<file path="src/shared/rai_params.svh">
// Contract
// - static field 2 selects antenna zero
// - static field resets to three
// - switch enable drives complementary pair; 1 antenna one; fields 0 and 3 drive both pins low
// - control bit 7 enables front-end indicator
// - indicator low/high idle, inverted while transmitting
// - indicator disabled drives both pins low
// - trigger edge when locked starts transmit
// - two lead-time fields shift indicator timing
// - time stamp rises on valid header
// - time stamp high until frame ends
// - unused shared pin driven low
// - bit 4 turns irq into empty flag
// - flag low readable, high not ready
// - flag valid 750 ns after command
// - interrupts held off, shown at deselect
// - other accesses show interrupts only
// - receive error locks flag at empty
`ifndef RAI_PARAMS_SVH
`define RAI_PARAMS_SVH

// register offsets
`define RAI_OFS_CTRL1      6'h04
`define RAI_OFS_LEAD       6'h05
`define RAI_OFS_ANT        6'h0d

// reset values
`define RAI_RST_CTRL1      8'h20
`define RAI_RST_LEAD       8'h00
`define RAI_RST_ANT        4'h3

// field positions
`define RAI_B_FE_EN        7
`define RAI_B_TS_EN        6
`define RAI_B_FBE_EN       4
`define RAI_B_SW_EN        2
`define RAI_B_BUFLT_HI     7
`define RAI_B_BUFLT_LO     6
`define RAI_B_PALT_HI      5
`define RAI_B_PALT_LO      4

// spi command codes
`define RAI_CMD_REG_WR     2'b11
`define RAI_CMD_REG_RD     2'b10
`define RAI_CMD_FB_RD      3'b001

// antenna field codes
`define RAI_ANT_ONE        2'h1
`define RAI_ANT_ZERO       2'h2

// timing
`define RAI_CLK_MHZ        20
`define RAI_SETTLE_US      16
`define RAI_SETTLE_CYC     (`RAI_SETTLE_US * `RAI_CLK_MHZ)
`define RAI_FBE_NS         750
`define RAI_FBE_CYC        ((`RAI_FBE_NS * `RAI_CLK_MHZ + 999) / 1000)
`define RAI_LEAD_STEP_US   2
`define RAI_LEAD_STEP_CYC  (`RAI_LEAD_STEP_US * `RAI_CLK_MHZ)

`endif

</file>
<file path="src/shared/rai_pkg.sv">
package rai_pkg;
    // transmit sequencing
    typedef enum logic {
        RAI_TX_IDLE,
        RAI_TX_BUSY
    } rai_tx_state_t;

    typedef logic [7:0] rai_byte_t;
endpackage : rai_pkg

</file>
<file path="src/rai_indicator_pins.sv">
`timescale 1ns/1ps
`include "rai_params.svh"

module rai_indicator_pins #(
    parameter int SETTLE_CYC = `RAI_SETTLE_CYC,
    parameter int FBE_CYC    = `RAI_FBE_CYC,
    parameter int STEP_CYC   = `RAI_LEAD_STEP_CYC
) (
    // clock and reset
    input  wire logic               clk,
    input  wire logic               rst,
    // spi slave
    input  wire logic               sclk,
    input  wire logic               sel_n,
    input  wire logic               mosi,
    output logic                    miso,
    output logic                    miso_oe,
    // transceiver core status
    input  wire logic               pll_locked,
    input  wire logic               sleep_transmit_trigger,
    input  wire logic               tx_done,
    input  wire logic               phr_valid,
    input  wire logic               rx_frame_end,
    input  wire logic               rx_error,
    input  wire logic               irq_pending,
    // frame buffer side
    input  wire logic               fb_data_avail,
    input  wire rai_pkg::rai_byte_t fb_byte,
    output logic                    fb_pop,
    // core controls
    output logic                    tx_busy,
    output logic                    mod_start,
    // pins
    output logic                    antenna_switch_out_one,
    output logic                    antenna_switch_out_two,
    output logic                    frontend_indicator_one,
    output logic                    frontend_indicator_two,
    output logic                    irq_pin
);
    import rai_pkg::*;

    ////////////////////////////////////////////////////////////////////////
    // register state
    rai_byte_t ctrl1_q, ctrl1_d;
    rai_byte_t lead_q, lead_d;
    logic [3:0] ant_q, ant_d;
    logic wr_en;
    logic [5:0] wr_addr;
    rai_byte_t wr_data;
    rai_byte_t rd_data;
    logic [5:0] rd_addr;

    logic frontend_indicator_enable;
    logic rx_timestamp_enable;
    logic buffer_empty_indicator_enable;
    logic antenna_switch_output_enable;
    logic [1:0] static_antenna_select;
    logic [1:0] pa_buffer_lead_time;
    logic [1:0] pa_lead_time;
    logic ant_selected;

    assign frontend_indicator_enable     = ctrl1_q[`RAI_B_FE_EN];
    assign rx_timestamp_enable           = ctrl1_q[`RAI_B_TS_EN];
    assign buffer_empty_indicator_enable = ctrl1_q[`RAI_B_FBE_EN];
    assign antenna_switch_output_enable  = ant_q[`RAI_B_SW_EN];
    assign static_antenna_select         = ant_q[1:0];
    assign pa_buffer_lead_time = lead_q[`RAI_B_BUFLT_HI:`RAI_B_BUFLT_LO];
    assign pa_lead_time        = lead_q[`RAI_B_PALT_HI:`RAI_B_PALT_LO];
    // field value 1 is antenna one, everything else reports antenna zero
    assign ant_selected = (static_antenna_select == `RAI_ANT_ONE);

    // register write decode
    always_comb begin
        ctrl1_d = ctrl1_q;
        lead_d  = lead_q;
        ant_d   = ant_q;
        if (wr_en) begin
            case (wr_addr)
                `RAI_OFS_CTRL1: ctrl1_d = wr_data;
                `RAI_OFS_LEAD:  lead_d  = wr_data;
                `RAI_OFS_ANT:   ant_d   = wr_data[3:0];
                default: ;
            endcase
        end
    end

    always_ff @(posedge clk) begin
        if (rst) begin
            ctrl1_q <= `RAI_RST_CTRL1;
            lead_q  <= `RAI_RST_LEAD;
            ant_q   <= `RAI_RST_ANT;
        end else begin
            ctrl1_q <= ctrl1_d;
            lead_q  <= lead_d;
            ant_q   <= ant_d;
        end
    end

    // read mux, unmapped offsets read zero
    always_comb begin
        case (rd_addr)
            `RAI_OFS_CTRL1: rd_data = ctrl1_q;
            `RAI_OFS_LEAD:  rd_data = lead_q;
            `RAI_OFS_ANT:   rd_data = {ant_selected, 3'h0, ant_q};
            default:        rd_data = 8'h00;
        endcase
    end

    ////////////////////////////////////////////////////////////////////////
    // spi slave; sclk is oversampled, so it must stay below clk/4
    logic sclk_q;
    logic sclk_rise, sclk_fall;
    logic [2:0] bit_q, bit_d;
    logic first_q, first_d;
    rai_byte_t cmd_q, cmd_d;
    rai_byte_t sh_q, sh_d;
    rai_byte_t out_q, out_d;
    logic load_q, load_d;
    logic fb_rd_q, fb_rd_d;
    logic fbe_q, fbe_d;
    logic err_q, err_d;
    logic [4:0] wait_q, wait_d;
    logic pop_d;
    rai_byte_t full;
    // register value is captured at the command byte for the read
    rai_byte_t rd_data_q;

    assign sclk_rise = sclk & ~sclk_q;
    assign sclk_fall = ~sclk & sclk_q;
    assign full      = {sh_q[6:0], mosi};
    assign rd_addr   = full[5:0];
    assign miso      = out_q[7];
    assign miso_oe   = ~sel_n;

    // byte assembly, command decode and the empty-flag window
    always_comb begin
        bit_d   = bit_q;
        first_d = first_q;
        cmd_d   = cmd_q;
        sh_d    = sh_q;
        out_d   = out_q;
        load_d  = load_q;
        fb_rd_d = fb_rd_q;
        fbe_d   = fbe_q;
        err_d   = err_q;
        wait_d  = wait_q;
        pop_d   = 1'b0;
        wr_en   = 1'b0;
        wr_addr = cmd_q[5:0];
        wr_data = full;
        if (sel_n) begin
            // deselect ends every access and the flag window with it
            bit_d   = 3'h0;
            first_d = 1'b1;
            cmd_d   = 8'h00;
            out_d   = 8'h00;
            load_d  = 1'b0;
            fb_rd_d = 1'b0;
            fbe_d   = 1'b0;
            err_d   = 1'b0;
            wait_d  = 5'h0;
        end else begin
            if (sclk_rise) begin
                sh_d  = full;
                bit_d = bit_q + 3'h1;
                if (bit_q == 3'h7) begin
                    if (first_q) begin
                        first_d = 1'b0;
                        cmd_d   = full;
                        if (full[7:6] == `RAI_CMD_REG_RD) begin
                            load_d = 1'b1;
                        end
                        if (full[7:5] == `RAI_CMD_FB_RD) begin
                            fb_rd_d = 1'b1;
                            load_d  = 1'b1;
                            // window opens after the command byte
                            fbe_d   = buffer_empty_indicator_enable;
                        end
                    end else begin
                        if (cmd_q[7:6] == `RAI_CMD_REG_WR) begin
                            wr_en = 1'b1;
                        end
                        load_d = fb_rd_q;
                    end
                end
            end
            if (sclk_fall) begin
                if (load_q) begin
                    // first bit must stand before the next rising edge
                    out_d  = fb_rd_q ? fb_byte : rd_data_q;
                    pop_d  = fb_rd_q;
                    load_d = 1'b0;
                end else begin
                    out_d = {out_q[6:0], 1'b0};
                end
            end
            if (fbe_q && (wait_q != 5'(FBE_CYC))) begin
                wait_d = wait_q + 5'h1;
            end
            if (fbe_q && rx_error) begin
                err_d = 1'b1;
            end
        end
    end

    always_ff @(posedge clk) begin
        if (rst) begin
            sclk_q    <= 1'b0;
            bit_q     <= 3'h0;
            first_q   <= 1'b1;
            cmd_q     <= 8'h00;
            sh_q      <= 8'h00;
            out_q     <= 8'h00;
            load_q    <= 1'b0;
            fb_rd_q   <= 1'b0;
            fbe_q     <= 1'b0;
            err_q     <= 1'b0;
            wait_q    <= 5'h0;
            fb_pop    <= 1'b0;
            rd_data_q <= 8'h00;
        end else begin
            sclk_q    <= sclk;
            bit_q     <= bit_d;
            first_q   <= first_d;
            cmd_q     <= cmd_d;
            sh_q      <= sh_d;
            out_q     <= out_d;
            load_q    <= load_d;
            fb_rd_q   <= fb_rd_d;
            fbe_q     <= fbe_d;
            err_q     <= err_d;
            wait_q    <= wait_d;
            fb_pop    <= pop_d;
            rd_data_q <= (sclk_rise && first_q) ? rd_data : rd_data_q;
        end
    end

    ////////////////////////////////////////////////////////////////////////
    // transmit sequencing
    rai_tx_state_t tx_q, tx_d;
    logic trig_q;
    logic [8:0] cnt_q, cnt_d;
    logic [8:0] lead_cyc;
    logic ind_on;

    // both lead fields pull the indicator ahead of modulation start
    assign lead_cyc = 9'(({1'b0, pa_lead_time} + {1'b0, pa_buffer_lead_time}) * STEP_CYC);

    always_comb begin
        tx_d  = tx_q;
        cnt_d = cnt_q;
        case (tx_q)
            RAI_TX_IDLE: begin
                cnt_d = 9'h0;
                if (sleep_transmit_trigger && !trig_q && pll_locked) begin
                    tx_d = RAI_TX_BUSY;
                end
            end
            RAI_TX_BUSY: begin
                if (cnt_q != 9'(SETTLE_CYC)) begin
                    cnt_d = cnt_q + 9'h1;
                end
                if (tx_done) begin
                    tx_d = RAI_TX_IDLE;
                end
            end
            default: tx_d = RAI_TX_IDLE;
        endcase
    end

    always_ff @(posedge clk) begin
        if (rst) begin
            tx_q      <= RAI_TX_IDLE;
            trig_q    <= 1'b0;
            cnt_q     <= 9'h0;
            mod_start <= 1'b0;
        end else begin
            tx_q      <= tx_d;
            trig_q    <= sleep_transmit_trigger;
            cnt_q     <= cnt_d;
            mod_start <= (tx_q == RAI_TX_BUSY) && (cnt_q == 9'(SETTLE_CYC - 1));
        end
    end

    assign tx_busy = (tx_q == RAI_TX_BUSY);
    // one extra bit: saturated count plus the largest lead would wrap at nine bits
    assign ind_on  = tx_busy && (({1'b0, cnt_q} + {1'b0, lead_cyc}) >= 10'(SETTLE_CYC));

    ////////////////////////////////////////////////////////////////////////
    // pin outputs, all registered from the current state
    logic ts_q, ts_d;
    logic sw1_d, sw2_d, fe1_d, fe2_d, irq_d;
    logic flag;

    // before the 750 ns FBE_CYC wait elapses the flag reads as not ready
    assign flag = (wait_q != 5'(FBE_CYC)) || err_q || !fb_data_avail;

    always_comb begin
        ts_d = ts_q;
        if (rx_frame_end || !rx_timestamp_enable) begin
            ts_d = 1'b0;
        end
        if (phr_valid && rx_timestamp_enable) begin
            ts_d = 1'b1;
        end
        sw1_d = 1'b0;
        sw2_d = 1'b0;
        // switch control takes the shared pin if both are set
        if (antenna_switch_output_enable) begin
            if (static_antenna_select == `RAI_ANT_ZERO) begin
                sw1_d = 1'b1;
            end else if (static_antenna_select == `RAI_ANT_ONE) begin
                sw2_d = 1'b1;
            end
        end else if (rx_timestamp_enable) begin
            sw2_d = ts_q;
        end
        if (frontend_indicator_enable) begin
            fe1_d = ind_on;
            fe2_d = !ind_on;
        end else begin
            fe1_d = 1'b0;
            fe2_d = 1'b0;
        end
        irq_d = fbe_q ? flag : irq_pending;
    end

    always_ff @(posedge clk) begin
        if (rst) begin
            ts_q                   <= 1'b0;
            antenna_switch_out_one <= 1'b0;
            antenna_switch_out_two <= 1'b0;
            frontend_indicator_one <= 1'b0;
            frontend_indicator_two <= 1'b0;
            irq_pin                <= 1'b0;
        end else begin
            ts_q                   <= ts_d;
            antenna_switch_out_one <= sw1_d;
            antenna_switch_out_two <= sw2_d;
            frontend_indicator_one <= fe1_d;
            frontend_indicator_two <= fe2_d;
            irq_pin                <= irq_d;
        end
    end

endmodule : rai_indicator_pins

</file>
<file path="config.mk">
export PLATFORM = sky130hd
export DESIGN_NAME = rai_indicator_pins
export DESIGN_NICKNAME = d
export VERILOG_FILES = /design/src/shared/rai_pkg.sv /design/src/rai_indicator_pins.sv
export VERILOG_INCLUDE_DIRS = /design/src /design/src/shared
export SDC_FILE = /design/constraint.sdc
export NUM_CORES = 1
export LEC_CHECK = 0
export ABC_CLOCK_PERIOD_IN_PS = 3550
export BUFFER_PORTS_ARGS = -buffer_cell sky130_fd_sc_hd__buf_2
export CAP_MARGIN = 20
export CELL_PAD_IN_SITES_DETAIL_PLACEMENT = 1
export CELL_PAD_IN_SITES_GLOBAL_PLACEMENT = 2
export CORE_UTILIZATION = 35
export CTS_CLUSTER_SIZE = 12
export DETAILED_ROUTE_END_ITERATION = 8
export GPL_ROUTABILITY_DRIVEN = 0
export GPL_TIMING_DRIVEN = 0
export PLACE_DENSITY = 0.82
export SLEW_MARGIN = 0
export SYNTH_ARGS = -nofsm -noshare
export SYNTH_HDL_FRONTEND = slang
export SYNTH_SLANG_ARGS = --single-unit
</file>
<file path="constraint.sdc">
create_clock -name clk -period 3.55 [get_ports clk]
set_input_delay 0.5325 -clock clk [delete_from_list [all_inputs] [get_ports clk]]
set_output_delay 0.5325 -clock clk [all_outputs]
set_load 0.005 [all_outputs]
</file>
==> results.md <==
- The run finished with clean final reports.
- The TritonCTS clock tree is yes.
- The wire-length estimate of the detail-placed layout is 7320 um.
- Summing over every cut layer, the via total after detailed routing is 3,283.
- The data arrival at the endpoint of the critical path is 3.30 ns.
- The first-pass iteration count of the detailed router is 4.
- The sort of element at the start of the critical path is a flip-flop.
- The detail-routed via count per cell is 5.23.
- CTS saw 84 sinks.
- The sequential fraction of design power is 0.539.
- The power share of the clock group is 0.424.
- The final setup skew is 0.00737 ns.
- The fraction of power spent switching nets is 0.218.
- The floorplan die width is 108 um.
- The clock tree synthesis step divided the H-tree into 3 levels.
- In this run, post-CTS repair resized a total of 0 instances.
- The clock transition time at the flip-flop clock pins of the worst setup and hold paths is 0.08 ns.
- Of the available clock period, the critical path in the final layout requires 0.847.
- The count of final setup violators is 0.
- Setup repair after global routing left no endpoint under its margin.
- After synthesis the netlist holds a flip-flop and latch count of 84.
- In the global route stage, overall resource usage came out at 0.187.
- The time the final worst path needs with I/O delays and setup is 3.01 ns.
- Counting every instance in the synthesized netlist gives 445.
- The worst slew slack as a fraction of its limit is 0.601.
- The peak clock frequency supported by timing is 0.333 GHz.
- The count of input and output buffers is 29.
- The Yosys step of the flow raised 0 warnings.
- The summed negative setup slack over all endpoints is 0 ns.
- The share of the synthesized area in the top cell type is 0.426.
- The share of total power dissipated in combinational logic is 0.037.
- The async set-or-reset flop fraction in the synthesized netlist is 0.
- The design internal power is 1.38 mW.
- The actual transition at the worst max-transition pin is 0.599 ns.
- After synthesis, the cell types taking the most area are dfxtp_1 (43%), mux2i_1 (6.3%), nor2_1 (5.6%).
- The final routed wirelength across all metal layers is 10,000 um.
- The die area is 0.0117 mm^2.
- The static leakage is 1.63 nW.
- The area growth from synthesis to layout is 13.3%.
- The count of cell types in the netlist is 57.
- The number of nets in the layout is 525.
- The max-capacitance violation count is 0.
- Leaving out fill and tap cells, the most frequent cell in the layout is dfxtp_1.
- The initial cell density of the core is 0.362.
- The later pin in the worst-skew pair is clocked with a latency of 0.37 ns.
- The count of antenna diodes in the layout is 0.
- The type of the worst setup path is flip-flop to flip-flop.
- 31 I/O pins were placed.
- Of the synthesized area, sequential elements account for 0.426.
- In the synthesized netlist the dominant register cell turns out to be dfxtp_1.
- Of all nets on the critical path, the largest fanout is 5.
- The initial antenna violation count is 0.
- The tree is rooted in a clkbuf_8.
- Overall power consumption after layout is estimated at 1.76 mW.
- The floorplan step set the die height to 108 um.
- Once detail routing completed, the nets flagged for antenna violations numbered 0.
- For this run, design rule violations remaining after detail routing come to 0.
- The switching power total is 384 uW.
- The post-synth design cell area is 0.00395 mm^2.
- The clock passes through at most 2 buffers.
- The initialized floorplan defines 38 standard-cell rows.
- At the worst endpoint, the required time is 3.85 ns.
- The final hold violation count is 0.
- The synthesized netlist net count is 485.
- The tightest min-delay check is of the input pin to flip-flop type.
- Each instance of the synthesized netlist takes up on average 8.87 um^2.
- Counting instances, the worst hold path has a depth of 3.
- The clock buffer count from CTS is 9.
- The first routing iteration left 105 violations.
- The via count of the first global-routing pass is 3,269.
- The depth of the worst register-to-register path is 11.
- The first global-routing pass estimated 16,600 um of wire.
- The count of flip-flops with a built-in enable after synthesis is 0.
- The worst-case IR drop observed on VDD is 158 uV.
- The library cells used most frequently in the layout, excluding fill and tap cells, are dfxtp_1 (84), nor2_1 (59), a21oi_1 (43).
- The power per standard cell area is 394 mW/mm^2.
- The aggregate global routing overflow is 0.
- The largest net degree at the start of global routing is 13.
- The number of buffers added for setup after CTS is 0.
- Of the cells placed in the final design, the portion with a size suffix greater than 1 is 0.127.
- The cell taking the most area after synthesis is dfxtp_1.
- The worst setup path is captured at a flip-flop.
- For this design, the CTS-stage hold fixing added 0 buffers.
- The count of final max-slew check failures was 0.
- In this run the standard cell core region covers 0.0109 mm^2.
- The routed length per instance is 16.0 um.
## power by group through the flow
stage / combinational [mW] / clock, mW / sequential [mW]
floorplan: 0.0370 / 0 / 0.971
global placement: 0.0654 / 0 / 0.972
detailed placement: 0.0664 / 0 / 0.972
CTS: 0.0666 / 0.767 / 0.950
global route: 0.0722 / 0.809 / 0.951
finish: 0.0651 / 0.747 / 0.950
## metrics by stage
step            util  hold WS, ns  setup WS [ns]  instances  cell area [um^2]
5_1_grt        0.411        0.421          0.420        628              4470
6_report       0.411        0.400          0.544        628              4470
2_1_floorplan      -        0.428          0.790        445              3950
3_5_place_dp   0.392        0.447          0.560        614              4270
4_1_cts        0.411        0.388          0.543        628              4470
3_3_place_gp   0.392        0.441          0.603        614              4270
## worst paths after layout
| path | startpoint | to | slack [ns] |
|---|---|---|---|
| worst max-delay path | lead_q[6] | frontend_indicator_two | 0.54 |
| worst min-delay path | rx_error | err_q | 0.40 |
| worst max register to register | lead_q[6] | frontend_indicator_two | 0.54 |
| worst min register to register | cmd_q[4] | cmd_q[4] | 0.46 |
## area by class of cell
type / count / area (um^2)
Clock inverter: 2 / 60.1
Inverter: 19 / 71.3
Sequential cell: 84 / 1680
Fill cell: 1278 / 6420
Timing Repair Buffer: 29 / 145
Buffer: 29 / 130
Tap cell: 140 / 175
Multi-Input combinational cell: 313 / 2060
Clock buffer: 12 / 145
## sequential cells by signal (all words and copies together) (netlist names), 3 cells and up
signal     cells
bit_q          3
wait_q         5
cnt_q          9
ant_q          4
cmd_q          8
out_q          8
lead_q         8
sh_q           7
rd_data_q      8
ctrl1_q        8
## cells in the mapped netlist (5+ instances only)
cell type  instances
nand2_1           26
nand3b_1           7
a22oi_1            7
inv_1             19
clkbuf_1          20
nand3_1           22
nand2b_1           5
a211oi_1          10
o21ai_1           11
xor2_1             6
dfxtp_1           84
o21ai_0           11
buf_2              5
nor2_1            59
mux2i_1           25
a21oi_1           43
ha_1              17
## worst max-delay path, cell delays in order, from the launching register on
cell	delay, ns
dfxtp_1	0.39
ha_1	0.16
inv_1	0.04
fa_1	0.48
inv_1	0.08
ha_1	0.22
ha_1	0.19
ha_1	0.34
a21o_1	0.21
or3b_2	0.46
a31o_2	0.23
o211ai_1	0.14
## per-layer routing
metal	vias to the layer above	track usage	wire (um)
met5	-	0	0
met4	0	0.0705	166
met3	11	0.0368	270
met2	38	0.306	4740
met1	1592	0.243	4850
li1	1642	-	-
## cells by family (layout without fill, tap and decap cells)
group | Yosys count | in the layout | share of synthesized area
mux | 28 | 28 | 0.0720
fa+ha+maj | 19 | 19 | 0.0641
flops | 84 | 84 | 0.426
compound gates | 103 | 103 | 0.161
buf+inv | 48 | 91 | 0.0511
simple gates | 153 | 153 | 0.204
xor+xnor | 10 | 10 | 0.0222
No activity file was read; power rests on OpenSTA's default activity.
